==> src/logic/fcmd_map.svh <==
// Constants for the serial flash command host: opcodes, phase sizes and timing.
// Assumes a 25 MHz system clock; included by bare name.
// How it works
// - B5h: address, eight dummy, one byte read
// - 85h: address, eight dummy, one byte read
// - 01h sends exactly one status byte
// - B1h: address then one byte, single line
// - 81h: address then one byte, single line
// - C5h sends one extended address byte
// - 02h: address, 1 to 256 bytes, single line
// - 32h: single address, data on four lines
// - C2h: address and data on four lines
// - 12h always sends four address bytes
// - 34h: four address bytes, quad data
// - 3Eh: four quad address bytes, quad data
// - 20h: address only, no data phase
`ifndef FCMD_MAP_SVH
`define FCMD_MAP_SVH
// ----------------------------------------
// Opcodes
// ----------------------------------------
`define FCMD_OP_RD_FLAG   8'h70
`define FCMD_OP_RD_NVCFG  8'hb5
`define FCMD_OP_RD_VCFG   8'h85
`define FCMD_OP_RD_XADDR  8'hc8
`define FCMD_OP_WR_STAT   8'h01
`define FCMD_OP_WR_NVCFG  8'hb1
`define FCMD_OP_WR_VCFG   8'h81
`define FCMD_OP_WR_XADDR  8'hc5
`define FCMD_OP_PROG      8'h02
`define FCMD_OP_PROG_Q    8'h32
`define FCMD_OP_PROG_XQ   8'hc2
`define FCMD_OP_PROG4     8'h12
`define FCMD_OP_PROG4_Q   8'h34
`define FCMD_OP_PROG4_XQ  8'h3e
`define FCMD_OP_ERASE_SEC 8'h20
// ----------------------------------------
// Phase sizes and timing
// ----------------------------------------
`define FCMD_DUMMY_CYC    6'h08
`define FCMD_BYTE_BITS    6'h08
`define FCMD_QUAD_BITS    6'h02
`define FCMD_PAGE_BYTES   256
`define FCMD_CLK_NS       40
`define FCMD_SCK_DIV      4
`define FCMD_CSH_NS       50
`define FCMD_CSH_CYC      ((`FCMD_CSH_NS + `FCMD_CLK_NS - 1) / `FCMD_CLK_NS)
`endif

==> src/logic/fcmd_pkg.sv <==
// Types for the serial flash command host.
// Assumes the constants header is compiled alongside.
`default_nettype none
package fcmd_pkg;
    // Frame sequencer states
    typedef enum logic [2:0] {
        FCMD_IDLE, FCMD_OPC, FCMD_ADDR, FCMD_DUMMY,
        FCMD_LOAD, FCMD_DATA, FCMD_GAP
    } fcmd_state_type;
    // Direction of the data phase
    typedef enum logic [1:0] {FCMD_DNONE, FCMD_DWRITE, FCMD_DREAD} fcmd_dir_type;
    // Per-opcode phase layout
    typedef struct packed {
        logic [2:0]   abytes;  // Address bytes, zero when absent
        logic         aquad;   // Address on four lines
        logic         dummy;   // Eight dummy clocks present
        fcmd_dir_type dir;     // Data phase direction
        logic         dquad;   // Data on four lines
        logic         one;     // Exactly one data byte
    } fcmd_dec_type;
endpackage
`default_nettype wire

==> src/logic/fcmd_host.sv <==
// Host side of a serial NOR flash: frames commands on SCK, CS and IO0..IO3.
// Assumes pins are asynchronous to i_clk and the flash reads on rising SCK.
`timescale 1ns/1ps
`include "fcmd_map.svh"
`default_nettype none

// ----------------------------------------
// Write data FIFO
// ----------------------------------------
module fcmd_fifo #(
    parameter int W = 8,
    parameter int D = 32
) (
    input  wire logic         i_clk,
    input  wire logic         i_rst_b,
    input  wire logic         i_valid,
    input  wire logic [W-1:0] i_data,
    output var  logic         o_ready,
    output var  logic         o_valid,
    output logic      [W-1:0] o_data,
    input  wire logic         i_ready
);
    localparam int AW = $clog2(D);
    logic [W-1:0] mem [D];     // Storage, no reset needed
    logic [AW-1:0] wp;         // Write pointer
    logic [AW-1:0] rp;         // Read pointer
    logic [AW:0]   cnt;        // Fill level
    logic [AW:0]   next_cnt;   // Fill level after this edge
    logic          push;
    logic          pop;

    assign push = i_valid && o_ready;
    assign pop = o_valid && i_ready;
    assign o_data = mem[rp];
    assign next_cnt = cnt + {{AW{1'b0}}, push} - {{AW{1'b0}}, pop};

    // Storage write; D must be a power of two so pointers wrap
    always_ff @(posedge i_clk)
    begin
        if (push)
        begin
            mem[wp] <= i_data;
        end
    end

    // Pointers and level
    always_ff @(posedge i_clk or negedge i_rst_b)
    begin
        if (!i_rst_b)
        begin
            wp <= '0;
            rp <= '0;
            cnt <= '0;
        end
        else
        begin
            wp <= wp + AW'(push);
            rp <= rp + AW'(pop);
            cnt <= next_cnt;
        end
    end

    // Flags registered from the next level so they are honest at once
    always_ff @(posedge i_clk or negedge i_rst_b)
    begin
        if (!i_rst_b)
        begin
            o_ready <= 1'b0;
            o_valid <= 1'b0;
        end
        else
        begin
            o_ready <= next_cnt != (AW+1)'(D);
            o_valid <= next_cnt != '0;
        end
    end
endmodule

// ----------------------------------------
// Command host
// ----------------------------------------
module fcmd_host #(
    parameter int FIFO_DEPTH = 32,
    parameter int CSH_CYC    = `FCMD_CSH_CYC
) (
    input  wire logic        i_clk,
    input  wire logic        i_rst_b,
    input  wire logic        i_cmd_valid,  // Command request
    input  wire logic [7:0]  i_cmd_op,     // Opcode
    input  wire logic [31:0] i_cmd_addr,   // Flash address
    input  wire logic [7:0]  i_cmd_len,    // Data bytes minus one
    input  wire logic        i_four_byte,  // Four-byte address mode
    output var  logic        o_cmd_ready,  // Ready for a command
    input  wire logic        i_wr_valid,   // Write byte offered
    input  wire logic [7:0]  i_wr_data,    // Write byte
    output var  logic        o_wr_ready,   // FIFO has room
    output var  logic        o_rd_valid,   // Read byte pulse
    output var  logic [7:0]  o_rd_data,    // Read byte
    output var  logic        o_sck,        // Serial clock
    output var  logic        o_cs_b,       // Chip select
    output var  logic [3:0]  o_io,         // IO lines out
    output var  logic [3:0]  o_io_oe_b,    // Low while driving
    input  wire logic [3:0]  i_io          // IO lines in
);
    fcmd_pkg::fcmd_state_type st;        // Sequencer state
    fcmd_pkg::fcmd_state_type next_st;   // Next sequencer state
    fcmd_pkg::fcmd_state_type after;     // State after a finished phase
    fcmd_pkg::fcmd_state_type data_st;   // Entry of the data phase
    fcmd_pkg::fcmd_dec_type   dec;       // Layout of the running command
    logic [7:0]  op;                     // Running opcode
    logic [1:0]  ph;                     // Position within one SCK period
    logic [5:0]  bcnt;                   // Bit times left in phase or byte
    logic [31:0] sh;                     // Outgoing shift register
    logic [7:0]  left;                   // Data bytes left after this one
    logic [7:0]  rd_sh;                  // Incoming byte
    logic [3:0]  io_m;                   // Sync stage one
    logic [3:0]  io_s;                   // Sync stage two
    logic [7:0]  gap;                    // CS high countdown
    logic        take;
    logic        bit_end;
    logic        reload;
    logic        quad_now;
    logic        f_valid;
    logic [7:0]  f_data;
    logic [31:0] cmd_addr;               // Address of running command
    logic        frame_on;               // Frame active
    fcmd_pkg::fcmd_dec_type dec_in;      // Layout of the offered command

    // Opcode to phase layout
    function automatic fcmd_pkg::fcmd_dec_type decode(input logic [7:0] c, input logic four);
        fcmd_pkg::fcmd_dec_type d;
        logic [2:0] ab;
        d = '0;
        ab = four ? 3'h4 : 3'h3;
        case (c)
            `FCMD_OP_RD_FLAG, `FCMD_OP_RD_XADDR:
                d.dir = fcmd_pkg::FCMD_DREAD;
            `FCMD_OP_RD_NVCFG, `FCMD_OP_RD_VCFG:
            begin
                d.abytes = ab;
                d.dummy = 1'b1;
                d.dir = fcmd_pkg::FCMD_DREAD;
                d.one = 1'b1;
            end
            `FCMD_OP_WR_STAT, `FCMD_OP_WR_XADDR:
            begin
                d.dir = fcmd_pkg::FCMD_DWRITE;
                d.one = 1'b1;
            end
            `FCMD_OP_WR_NVCFG, `FCMD_OP_WR_VCFG:
            begin
                d.abytes = ab;
                d.dir = fcmd_pkg::FCMD_DWRITE;
                d.one = 1'b1;
            end
            `FCMD_OP_PROG, `FCMD_OP_PROG_Q, `FCMD_OP_PROG_XQ:
            begin
                d.abytes = ab;
                d.dir = fcmd_pkg::FCMD_DWRITE;
                d.dquad = c != `FCMD_OP_PROG;
                d.aquad = c == `FCMD_OP_PROG_XQ;
            end
            `FCMD_OP_PROG4, `FCMD_OP_PROG4_Q, `FCMD_OP_PROG4_XQ:
            begin
                d.abytes = 3'h4;
                d.dir = fcmd_pkg::FCMD_DWRITE;
                d.dquad = c != `FCMD_OP_PROG4;
                d.aquad = c == `FCMD_OP_PROG4_XQ;
            end
            `FCMD_OP_ERASE_SEC:
                d.abytes = ab;
            // Anything else is sent as a bare opcode
            default:
                d = '0;
        endcase
        return d;
    endfunction

    assign take = o_cmd_ready && i_cmd_valid;
    assign dec_in = decode(i_cmd_op, i_four_byte);
    assign bit_end = ph == 2'(`FCMD_SCK_DIV - 1);
    assign reload = bit_end && bcnt == 6'h01;
    assign quad_now = (st == fcmd_pkg::FCMD_ADDR && dec.aquad)
                   || (st == fcmd_pkg::FCMD_DATA && dec.dquad);

    // ----------------------------------------
    // Write data path
    // ----------------------------------------
    // Buffers up to FIFO_DEPTH write bytes so the caller may run ahead of SCK
    fcmd_fifo #(.W(8), .D(FIFO_DEPTH)) u_fifo (
        .i_clk   (i_clk),
        .i_rst_b (i_rst_b),
        .i_valid (i_wr_valid),
        .i_data  (i_wr_data),
        .o_ready (o_wr_ready),
        .o_valid (f_valid),
        .o_data  (f_data),
        .i_ready (st == fcmd_pkg::FCMD_LOAD)
    );

    // ----------------------------------------
    // Sequencer
    // ----------------------------------------
    // Phase order within one frame
    always_comb
    begin
        if (dec.dir == fcmd_pkg::FCMD_DWRITE)
            data_st = fcmd_pkg::FCMD_LOAD;
        else if (dec.dir == fcmd_pkg::FCMD_DREAD)
            data_st = fcmd_pkg::FCMD_DATA;
        else
            data_st = fcmd_pkg::FCMD_GAP;
        if (st == fcmd_pkg::FCMD_OPC && dec.abytes != 3'h0)
            after = fcmd_pkg::FCMD_ADDR;
        else if (st != fcmd_pkg::FCMD_DUMMY && dec.dummy)
            after = fcmd_pkg::FCMD_DUMMY;
        else
            after = data_st;
    end

    // Next state
    always_comb
    begin
        next_st = st;
        unique case (st)
            fcmd_pkg::FCMD_IDLE:
                if (take)
                    next_st = fcmd_pkg::FCMD_OPC;
            fcmd_pkg::FCMD_OPC, fcmd_pkg::FCMD_ADDR, fcmd_pkg::FCMD_DUMMY:
                if (reload)
                    next_st = after;
            fcmd_pkg::FCMD_LOAD:
                // Stall with SCK low until the FIFO offers a byte
                if (f_valid)
                    next_st = fcmd_pkg::FCMD_DATA;
            fcmd_pkg::FCMD_DATA:
                if (reload && left == 8'h00)
                    next_st = fcmd_pkg::FCMD_GAP;
                else if (reload && dec.dir == fcmd_pkg::FCMD_DWRITE)
                    next_st = fcmd_pkg::FCMD_LOAD;
            fcmd_pkg::FCMD_GAP:
                if (gap == 8'h00)
                    next_st = fcmd_pkg::FCMD_IDLE;
        endcase
    end

    // State register
    always_ff @(posedge i_clk or negedge i_rst_b)
    begin
        if (!i_rst_b)
            st <= fcmd_pkg::FCMD_IDLE;
        else
            st <= next_st;
    end

    // Command latch
    always_ff @(posedge i_clk or negedge i_rst_b)
    begin
        if (!i_rst_b)
        begin
            dec <= '0;
            op <= 8'h00;
        end
        else if (take)
        begin
            dec <= dec_in;
            op <= i_cmd_op;
        end
    end

    // Command acceptance: one command per frame
    always_ff @(posedge i_clk or negedge i_rst_b)
    begin
        if (!i_rst_b)
            o_cmd_ready <= 1'b0;
        else
            o_cmd_ready <= next_st == fcmd_pkg::FCMD_IDLE && !take;
    end

    // SCK phase counter, held at zero outside shifting states
    always_ff @(posedge i_clk or negedge i_rst_b)
    begin
        if (!i_rst_b)
            ph <= 2'h0;
        else if (st == fcmd_pkg::FCMD_IDLE || st == fcmd_pkg::FCMD_LOAD
                 || st == fcmd_pkg::FCMD_GAP)
            ph <= 2'h0;
        else
            ph <= ph + 2'h1;
    end

    // Shift register and bit counter, loaded on each phase entry
    always_ff @(posedge i_clk or negedge i_rst_b)
    begin
        if (!i_rst_b)
        begin
            sh <= 32'h0;
            bcnt <= 6'h00;
        end
        else if (take)
        begin
            sh <= {i_cmd_op, 24'h0};
            bcnt <= `FCMD_BYTE_BITS;
        end
        else if (st == fcmd_pkg::FCMD_OPC && next_st == fcmd_pkg::FCMD_ADDR)
        begin
            // Three-byte addresses are left justified
            sh <= dec.abytes == 3'h4 ? cmd_addr : {cmd_addr[23:0], 8'h00};
            bcnt <= dec.aquad ? {2'b0, dec.abytes, 1'b0} : {dec.abytes, 3'b0};
        end
        else if (next_st == fcmd_pkg::FCMD_DUMMY && st != fcmd_pkg::FCMD_DUMMY)
            bcnt <= `FCMD_DUMMY_CYC;
        else if (st == fcmd_pkg::FCMD_LOAD && f_valid)
        begin
            sh <= {f_data, 24'h0};
            bcnt <= dec.dquad ? `FCMD_QUAD_BITS : `FCMD_BYTE_BITS;
        end
        else if (next_st == fcmd_pkg::FCMD_DATA && (st != next_st || reload))
            bcnt <= `FCMD_BYTE_BITS;
        else if (bit_end)
        begin
            sh <= quad_now ? {sh[27:0], 4'h0} : {sh[30:0], 1'b0};
            bcnt <= bcnt - 6'h01;
        end
    end

    // Address latch
    always_ff @(posedge i_clk or negedge i_rst_b)
    begin
        if (!i_rst_b)
            cmd_addr <= 32'h0;
        else if (take)
            cmd_addr <= i_cmd_addr;
    end

    // Data bytes remaining; single-byte commands ignore the length
    always_ff @(posedge i_clk or negedge i_rst_b)
    begin
        if (!i_rst_b)
            left <= 8'h00;
        else if (take)
            left <= dec_in.one ? 8'h00 : i_cmd_len;
        else if (st == fcmd_pkg::FCMD_DATA && reload && left != 8'h00)
            left <= left - 8'h01;
    end

    // CS high time between frames
    always_ff @(posedge i_clk or negedge i_rst_b)
    begin
        if (!i_rst_b)
            gap <= 8'h00;
        else if (st != fcmd_pkg::FCMD_GAP)
            gap <= 8'(CSH_CYC - 1);
        else if (gap != 8'h00)
            gap <= gap - 8'h01;
    end

    // ----------------------------------------
    // Pins
    // ----------------------------------------
    // All pin outputs share one register stage so they stay aligned
    always_ff @(posedge i_clk or negedge i_rst_b)
    begin
        if (!i_rst_b)
        begin
            o_sck <= 1'b0;
            o_cs_b <= 1'b1;
            o_io <= 4'h0;
            o_io_oe_b <= 4'hf;
        end
        else
        begin
            o_cs_b <= st == fcmd_pkg::FCMD_IDLE || st == fcmd_pkg::FCMD_GAP;
            o_sck <= st != fcmd_pkg::FCMD_LOAD && frame_on && ph[1];
            o_io <= quad_now ? sh[31:28] : {3'h0, sh[31]};
            if (st == fcmd_pkg::FCMD_OPC || (st == fcmd_pkg::FCMD_ADDR && !dec.aquad)
                || (st == fcmd_pkg::FCMD_DATA && dec.dir == fcmd_pkg::FCMD_DWRITE && !dec.dquad))
                o_io_oe_b <= 4'he;
            else if (quad_now && (st == fcmd_pkg::FCMD_ADDR || dec.dir == fcmd_pkg::FCMD_DWRITE))
                o_io_oe_b <= 4'h0;
            else
                o_io_oe_b <= 4'hf;
        end
    end
    assign frame_on = st != fcmd_pkg::FCMD_IDLE && st != fcmd_pkg::FCMD_GAP;

    // Pin input synchroniser
    always_ff @(posedge i_clk or negedge i_rst_b)
    begin
        if (!i_rst_b)
        begin
            io_m <= 4'h0;
            io_s <= 4'h0;
        end
        else
        begin
            io_m <= i_io;
            io_s <= io_m;
        end
    end

    // Read capture on IO1 at the end of each bit time; the sync delay
    // lands the sample mid-way through the low half of SCK
    always_ff @(posedge i_clk or negedge i_rst_b)
    begin
        if (!i_rst_b)
        begin
            rd_sh <= 8'h00;
            o_rd_valid <= 1'b0;
            o_rd_data <= 8'h00;
        end
        else
        begin
            o_rd_valid <= 1'b0;
            if (st == fcmd_pkg::FCMD_DATA && dec.dir == fcmd_pkg::FCMD_DREAD && bit_end)
            begin
                rd_sh <= {rd_sh[6:0], io_s[1]};
                if (bcnt == 6'h01)
                begin
                    o_rd_valid <= 1'b1;
                    o_rd_data <= {rd_sh[6:0], io_s[1]};
                end
            end
        end
    end
endmodule
`default_nettype wire

==> config.mk <==
export PLATFORM = sky130hd
export DESIGN_NAME = fcmd_host
export DESIGN_NICKNAME = d
export VERILOG_FILES = /design/src/logic/fcmd_pkg.sv /design/src/logic/fcmd_host.sv
export VERILOG_INCLUDE_DIRS = /design/src /design/src/logic
export SDC_FILE = /design/constraint.sdc
export NUM_CORES = 1
export LEC_CHECK = 0
export ABC_AREA = 1
export BUFFER_PORTS_ARGS = -buffer_cell sky130_fd_sc_hd__clkbuf_2
export CELL_PAD_IN_SITES_DETAIL_PLACEMENT = 0
export CELL_PAD_IN_SITES_GLOBAL_PLACEMENT = 2
export CORE_MARGIN = 2
export CORE_UTILIZATION = 45
export CTS_BUF_LIST = sky130_fd_sc_hd__clkbuf_8
export CTS_CLUSTER_DIAMETER = 80
export CTS_CLUSTER_SIZE = 24
export DETAILED_ROUTE_END_ITERATION = 12
export PLACE_DENSITY = 0.88
export SLEW_MARGIN = 25
export SYNTH_ARGS = -nofsm -noshare
export SYNTH_HDL_FRONTEND = slang
export SYNTH_SLANG_ARGS = --single-unit
==> constraint.sdc <==
create_clock -name i_clk -period 8.1 [get_ports i_clk]
set_input_delay 1.62 -clock i_clk [delete_from_list [all_inputs] [get_ports i_clk]]
set_output_delay 1.62 -clock i_clk [all_outputs]
set_load 0.01 [all_outputs]
==> results.json, run 1 <==
{
  "die_w_um": 205.3,
  "worstPathArrival_ns": 4.48,
  "crit_family": "buffers and inverters",
  "antenna_cells": 0,
  "postCtsSetupBuffers": 0,
  "ir_drop_uv": 146.1,
  "worst_slack_ns": 4.181,
  "max_cap_violations": 0,
  "dr.pass1.iters": 5,
  "final_max_slew_viol_count": 0,
  "clk_transition_reported_paths_ns": 0.12,
  "cp_slowest_cell": "buf_4",
  "status": "finished clean",
  "die_y_um": 205.3,
  "avgRoutedWirePerCell_um": 18.38,
  "netlist_instances": 1852,
  "drt-initial-drc-count": 1005,
  "hp-class": "reg -> reg",
  "worst-path-buf-inv": 5,
  "drive_gt1_frac": 0.1091,
  "wirelength_um": 44530,
  "layout_commonest_cell": "nand2_1",
  "finalSetupViolations": 0,
  "ff2ff_setup_slack_ns": 4.25,
  "holdBufCountCts": 0,
  "seq_area_frac_synth": 0.6179,
  "core_mm2": 0.03982,
  "ant_nets": 0,
  "drcViolationCount": 0,
  "synth_edf_count": 256,
  "dp_slack_ns": 3.471,
  "track_usage": 0.2134,
  "nNetsFinal": 1964,
  "cts_resized": 0,
  "insertion_delay_ns": 0.65,
  "syn_to_final_growth_pct": 7.210,
  "yosys_warnings": 0,
  "max-slew-margin-rel": 0.2984,
  "avgSynthCellArea_um2": 9.847,
  "worstMarginPinSlew_ns": 1.051,
  "crit_path_end_kind": "register",
  "rsz0062_at_grt": "false",
  "cp_slowest_stage_delay_ns": 0.62,
  "overflow": 0,
  "cts_buffer_depth": 3,
  "grt_pass1_vias": 12153,
  "grt_pass1_wl_um": 69260,
  "cts_root_buf": "clkbuf_8",
  "fin_skew_ns": 0.03397,
  "antenna_found_initial": 0,
  "cp_data_required_time_ns": 8.66,
  "fin_crit_ns": 3.919,
  "ys_types": 52,
  "worstPathCellList": "clkbuf_2 -> nand2_2 -> buf_4 -> inv_2 -> buf_4 -> o21ai_2 -> nand3_4 -> nand2_2 -> inv_4 -> nand2_8 -> nand3_1 -> o21ai_2",
  "critPathLaunchType": "primary input",
  "gp_congestion": 0.8501,
  "port_buffers": 82,
  "dpl.hpwl_um": 27930,
  "hold_viol": 0,
  "pin_count": 86,
  "vias": 13017,
  "vias_per_cell": 5.372,
  "synth_ff_type": "edfxtp_1",
  "die-area_mm2": 0.04215,
  "syn-cell-area_mm2": 0.01824,
  "h-tree-depth": 1,
  "crit_fanout": 68,
  "clkSinkCount": 399,
  "grt_max_degree": 75,
  "setup.worst_path.class": "in -> reg",
  "fin_tns_setup_ns": 0,
  "async_flop_share": 0.3584,
  "ys_ff_latch": 399,
  "initial_core_util": 0.4580,
  "period_share": 0.4839,
  "cts_buffers": 25,
  "leakage_nw": 7.946,
  "fmax_ghz": 0.2551,
  "mostFrequentLayoutCells": "411 x nand2_1, 256 x edfxtp_1, 216 x nor2_1",
  "p_per_area_mw_per_mm2": 192.0,
  "synth_fp_nets": 1937,
  "num_rows": 73,
  "cts_tree": "built"
}
==> final cells by class <==
| cell class | instances | area, µm² |
|---|---|---|
| Fill cell | 3783 | 20270 |
| Sequential cell | 399 | 11280 |
| Multi-Input combinational cell | 1224 | 6040 |
| Tap cell | 525 | 656.9 |
| Timing Repair Buffer | 96 | 533.0 |
| Inverter | 133 | 508.0 |
| Clock buffer | 25 | 344.1 |
| Clock inverter | 21 | 193.9 |
==> report_power, final <==
part / internal [W] / switching, W / leakage, nW / total (W)
Clock: 0.000332 / 0.000706 / 0.292 / 0.00104
Combinational: 0.000114 / 0.000263 / 3.58 / 0.000377
Sequential: 0.00229 / 0.0000457 / 4.07 / 0.00234
Total: 0.00274 / 0.00101 / 7.95 / 0.00375
==> stage by stage <==
stage | hold WS [ns] | instances | instance area [µm²] | total power, W | utilization
global route | 0.3843 | 2423 | 19550 | 0.003921 | 0.4910
CTS | 0.3807 | 2423 | 19550 | 0.003791 | 0.4910
floorplan | 0.3312 | 1852 | 18240 | 0.002614 | -
global placement | 0.3430 | 2375 | 18990 | 0.002753 | 0.4768
detailed placement | 0.3441 | 2377 | 19010 | 0.002765 | 0.4775
finish | 0.3761 | 2423 | 19550 | 0.003754 | 0.4910
==> per-layer routing <==
| metal | up-vias | wire, µm | GRT usage |
|---|---|---|---|
| met3 | 53 | 2588 | 0.02328 |
| met2 | 330 | 19950 | 0.3259 |
| li1 | 6360 | - | - |
| met4 | 0 | 768 | 0.04728 |
| met1 | 6274 | 21230 | 0.3282 |
| met5 | - | 0 | 0 |
==> synthesized netlist by cell type, types with 16 or more instances <==
master      n  area share
nand2_1   412       0.085
edfxtp_1  256        0.42
nor2_1    216       0.044
o21ai_0   190       0.052
nand3_1   181       0.050
dfrtp_1   140        0.19
inv_1     119       0.024
clkbuf_1   69       0.014
a21oi_1    27      0.0074
o221ai_1   24       0.012
ha_1       19       0.013
nand4_1    17      0.0058
o21ai_2    16      0.0077
==> kinds of logic after synthesis <==
group | synth area share
AOI/OAI and AO/OA | 0.09536
and+or+nand+nor | 0.2119
adders and majority gates | 0.01413
DFF | 0.6179
buffers and inverters | 0.05104
xor gates and xnor gates | 0.009605
==> worst reg2reg max path: cells and delay by family (launching register included) <==
family,cells,cell delay (ns)
AND/OR/NAND/NOR,11,1.13
buffers and inverters,2,1.43
AO/OA/AOI/OAI,1,0.28
flip-flops,1,0.91
==> final timing paths <==
check                              from            to  cells after the start
max                         i_cmd_valid        sh[15]                     12
min                             io_m[1]       io_s[1]                      0
max reg2reg                u_fifo.rp[0]        sh[31]                     14
min reg2reg                     io_m[1]       io_s[1]                      0
max in group asynchronous       i_rst_b  u_fifo.rp[0]                      2
min in group asynchronous       i_rst_b  u_fifo.wp[3]                      1
==> flip-flops by register name, summed over array words and instances (netlist names), 2 cells and up <==
register,cells
o_io_oe_b,2
ph,2
rd_sh,7
st,3
bcnt,6
u_fifo.rp,5
u_fifo.cnt,6
o_rd_data,8
cmd_addr,32
sh,32
dec,7
left,8
u_fifo.wp,5
u_fifo.mem,256
o_io,4
gap,8
Note: power is estimated with default switching activity, not from simulation.
==> run 2, diff against run 1 <==
Settings changed: CORE_UTILIZATION 45 to 41, PLACE_DENSITY 0.88 to 0.81.
Clock period 8.1 ns to 4.05 ns, I/O delays scaled along.
==> results.json, run 2 (same netlist as run 1, synthesis figures left out) <==
{
  "status": "finished clean",
  "grt_pass1_vias": 12503,
  "vias_per_cell": 5.234,
  "initial_core_util": 0.4142,
  "antenna_found_initial": 0,
  "cts_buffers": 26,
  "h-tree-depth": 1,
  "fin_tns_setup_ns": 0,
  "fmax_ghz": 0.3517,
  "p_per_area_mw_per_mm2": 391.8,
  "die_w_um": 214.9,
  "fin_crit_ns": 2.843,
  "nNetsFinal": 1973,
  "syn_to_final_growth_pct": 8.596,
  "port_buffers": 82,
  "fin_skew_ns": 0.02570,
  "pin_count": 86,
  "die-area_mm2": 0.04618,
  "cts_resized": 0,
  "gp_congestion": 0.8209,
  "cp_data_required_time_ns": 4.60,
  "postCtsSetupBuffers": 0,
  "track_usage": 0.1997,
  "final_max_slew_viol_count": 0,
  "drt-initial-drc-count": 1071,
  "grt_pass1_wl_um": 72440,
  "instances_no_fill": 2500,
  "holdBufCountCts": 0,
  "mostFrequentLayoutCells": "411 x nand2_1, 256 x edfxtp_1, 216 x nor2_1",
  "worst_slack_ns": 1.207,
  "leakage_nw": 8.024,
  "drive_gt1_frac": 0.1158,
  "worstMarginPinSlew_ns": 0.9788,
  "crit_path_end_kind": "register",
  "avgRoutedWirePerCell_um": 18.49,
  "dp_slack_ns": 1.170,
  "hp-class": "in -> async",
  "final_util": 0.4498,
  "dr.pass1.iters": 5,
  "insertion_delay_ns": 0.64,
  "max-slew-margin-rel": 0.3468,
  "cts_root_buf": "clkbuf_8",
  "crit_fanout": 46,
  "ant_nets": 0,
  "core_mm2": 0.04403,
  "dp.cells": 2452,
  "largest-register": "u_fifo.mem",
  "drcViolationCount": 0,
  "clkSinkCount": 399,
  "critPathLaunchType": "register",
  "grt_max_degree": 77,
  "totalPowerFinal_w": 0.007760,
  "antenna_cells": 0,
  "setup.worst_path.class": "reg -> reg",
  "ir_drop_uv": 295.0,
  "clk_transition_reported_paths_ns": 0.14,
  "wirelength_um": 46220,
  "reg_top3": "u_fifo.mem x256, cmd_addr x32, sh x32",
  "max_cap_violations": 0,
  "reg2regPathDepth": 11,
  "largest_register_ffs": 256,
  "rsz0062_at_grt": "false",
  "cts_tree": "built",
  "hold_viol": 0,
  "die_y_um": 214.9,
  "overflow": 0,
  "cts_buffer_depth": 3,
  "finalSetupViolations": 0,
  "layout_commonest_cell": "nand2_1",
  "period_share": 0.7020,
  "vias": 13084,
  "dpl.hpwl_um": 29300,
  "num_rows": 77,
  "worstPathArrival_ns": 3.39
}
[run 2: cell count changes in the layout (fill, tap and decap cells not counted), sizes merged]
cell and delta:
buf +8, bufinv +2, clkbuf +2, inv -2
clkinv +1, clkinvlp -1
[run 2: layer usage]
layer,global-route usage,vias to the layer above,wire length [µm]
met5,0,-,0
met4,0.04051,0,666
met3,0.02590,40,2529
met2,0.3134,277,20930
met1,0.2980,6389,22100
li1,-,6378,-
[run 2: area by class of cell]
cell class	count	area (µm²)
fillers	4253	24220
flip-flops and latches	399	11270
multi-input cells	1224	6040
well taps	592	740.7
repair buffers	104	619.3
inverters	133	508.0
clock buffers	27	371.6
clock inverters	21	251.5
[run 2: worst paths after layout]
| path | startpoint | endpoint | slack, ns |
|---|---|---|---|
| worst max-delay path | st[1] | sh[9] | 1.21 |
| worst min-delay path | i_rst_b | left[6] | 0.22 |
| worst max register to register | st[1] | sh[9] | 1.21 |
| worst min register to register | io_m[1] | io_s[1] | 0.37 |
| max in group asynchronous | i_rst_b | cmd_addr[8] | 2.99 |
| min in group i_clk | i_io[1] | io_m[1] | 0.28 |
[run 2: critical path: stages, from the launching register on]
cell and delay [ns]:
dfrtp_1 0.50, nor2_2 0.21, inv_2 0.08, nor2_4 0.22
buf_4 0.30, inv_1 0.06, buf_4 0.25, nand4_1 0.19
nand3_4 0.27, nand2_8 0.40, nand3_1 0.14, o21ai_2 0.10
[run 2: power by group]
group / leakage (nW) / internal, W / total [W] / switching [W]
Clock: 0.325 / 0.000842 / 0.00231 / 0.00146
Combinational: 3.63 / 0.000234 / 0.000770 / 0.000536
Sequential: 4.07 / 0.00459 / 0.00468 / 0.0000964
[run 2: per-stage QoR]
stage | hold slack (ns) | area [µm²]
finish | 0.2174 | 19810
global route | 0.2240 | 19810
CTS | 0.2006 | 19810
detailed placement | 0.3370 | 19180
global placement | 0.3447 | 19180
floorplan | 0.3312 | 18240
==> run 3, diff against run 2 <==
Settings changed: CORE_UTILIZATION 41 to 37, PLACE_DENSITY 0.81 to 0.77.
Clock period 4.05 ns to 2.5 ns, I/O delays scaled along.
==> results.json, run 3 (same netlist as run 1, synthesis figures left out) <==
{
  "num_rows": 81,
  "nNetsFinal": 2079,
  "overflow": 0,
  "crit_start": "bcnt[2]",
  "vias": 13450,
  "port_buffers": 82,
  "h-tree-depth": 1,
  "mostFrequentLayoutCells": "404 x nand2_1, 256 x edfxtp_1, 213 x nor2_1",
  "rr_endpoint": "sh[25]",
  "layout_commonest_cell": "nand2_1",
  "clk_transition_reported_paths_ns": 0.12,
  "finalSetupViolations": 0,
  "crit_path_end_kind": "register",
  "crit_fanout": 6,
  "ant_nets": 0,
  "largest-register": "u_fifo.mem",
  "fmax_ghz": 0.4227,
  "critPathLaunchType": "register",
  "cts_root_buf": "clkbuf_8",
  "r2r-start": "bcnt[2]",
  "vias_per_cell": 5.021,
  "critPathCapture": "sh[25]",
  "p_per_area_mw_per_mm2": 600.0,
  "ir_drop_uv": 400.9,
  "final_max_slew_viol_count": 0,
  "drcViolationCount": 0,
  "ff2ff_setup_slack_ns": 0.13,
  "hp-class": "in -> reg",
  "cts_buffer_depth": 3,
  "dr.pass1.iters": 5,
  "grt_pass1_vias": 12781,
  "syn_to_final_growth_pct": 15.84,
  "antenna_found_initial": 1,
  "cts_tree": "built",
  "grt_pass1_wl_um": 74580,
  "reg2regPathDepth": 17,
  "die_w_um": 226.0,
  "largest_register_ffs": 256,
  "reg_top3": "u_fifo.mem x256, cmd_addr x32, sh x32",
  "pin_count": 86,
  "insertion_delay_ns": 0.66,
  "max-slew-margin-rel": 0.4472,
  "hold_viol": 0,
  "die-area_mm2": 0.05108,
  "period_share": 0.9462,
  "fin_crit_ns": 2.366,
  "drt-initial-drc-count": 960,
  "core_mm2": 0.04875,
  "cp_data_required_time_ns": 3.07,
  "max_cap_violations": 0,
  "grt_max_degree": 64,
  "dpl.hpwl_um": 30460,
  "gp_congestion": 0.8177,
  "avgRoutedWirePerCell_um": 18.09,
  "status": "finished clean",
  "rsz0062_at_grt": "true",
  "final_util": 0.4334,
  "cts_buffers": 29,
  "track_usage": 0.1884,
  "initial_core_util": 0.3741,
  "fill_cells": 4761,
  "worstPathArrival_ns": 2.93,
  "fin_skew_ns": 0.02742,
  "worstMarginPinSlew_ns": 0.8293,
  "setup.worst_path.class": "reg -> reg",
  "leakage_nw": 8.605,
  "wirelength_um": 48470,
  "dp_slack_ns": -0.003047,
  "drive_gt1_frac": 0.1634,
  "die_y_um": 226.0,
  "clkSinkCount": 399,
  "worst_slack_ns": 0.1344
}
run 3: cell count changes in the layout (fill, tap and decap cells not counted), sizes merged:
cell         before  now
dlygate4sd3       0   26
clkinvlp          1    4
diode             0    1
clkbuf          108  113
clkinv            9   11
bufinv            2    0
inv             142  139
buf              23   95
nand2           420  423
run 3: layer usage:
layer	track usage	share of wire
met5	0	0
met4	0.03056	0.010
met3	0.01900	0.043
met1	0.2854	0.49
met2	0.2972	0.45
run 3: how the worst min path moves through the flow:
| stage | start | cells past startpoint | end | slack [ns] |
|---|---|---|---|---|
| after floorplan | i_rst_b | 0 | bcnt[0] | 0.20 |
| after global placement | io_m[1] | 0 | io_s[1] | 0.35 |
| after detailed placement | io_m[1] | 0 | io_s[1] | 0.34 |
| after CTS | i_cmd_addr[11] | 3 | cmd_addr[11] | 0.004 |
| after global routing | i_cmd_addr[17] | 3 | cmd_addr[17] | 0.03 |
| final | i_cmd_addr[10] | 3 | cmd_addr[10] | 0.06 |
run 3: timing repair:
| action | CTS | global route |
|---|---|---|
| resized for setup | 2 | 32 |
| pin swaps | 1 | 18 |
| buffers inserted | 0 | 14 |
| hold endpoints to repair | 67 | 0 |
| cloned | 1 | 4 |
| hold buffers | 26 | 0 |
| setup endpoints to repair | 22 | 40 |
run 3: final cells by class:
cell class	count	area, µm²	share of cell area
multi-input cells	1227	6213	0.2941
clock inverters	21	231.5	0.01096
flip-flops and latches	399	11280	0.5338
clock buffers	30	412.9	0.01954
diodes	1	2.502	0.0001184
well taps	664	830.8	0.03932
repair buffers	204	1648	0.07800
inverters	133	510.5	0.02416
run 3: critical path, cell delays in order (launching register included):
cell	delay, ns
dfrtp_1	0.47
nor2_4	0.18
nand3_4	0.10
nor2_4	0.20
nand2_1	0.07
nand2_1	0.06
nand2_1	0.05
nand3_2	0.11
nand2_4	0.10
nor3_4	0.26
buf_6	0.13
buf_12	0.12
buf_12	0.11
nand2_1	0.04
nand3_1	0.10
nand2_1	0.06
nand2_1	0.05
nand2_1	0.05
run 3: stage by stage:
stage	hold WS (ns)	cells	TNS, ns	power (W)	area, µm²
after CTS	0.003932	2660	0	0.01284	20790
after global placement	0.3473	2582	0	0.009048	19860
after global routing	0.02734	2679	-0.5662	0.01327	21130
after detailed placement	0.3403	2582	-0.005050	0.009089	19860
after floorplan	0.2044	1852	0	0.008510	18280
final	0.06094	2679	0	0.01268	21130
run 3: power breakdown:
part	total [W]	switching, W	internal [W]
clock network	0.00368	0.00241	0.00127
logic	0.00142	0.000931	0.000487
registers	0.00758	0.000155	0.00743
total	0.0127	0.00349	0.00918
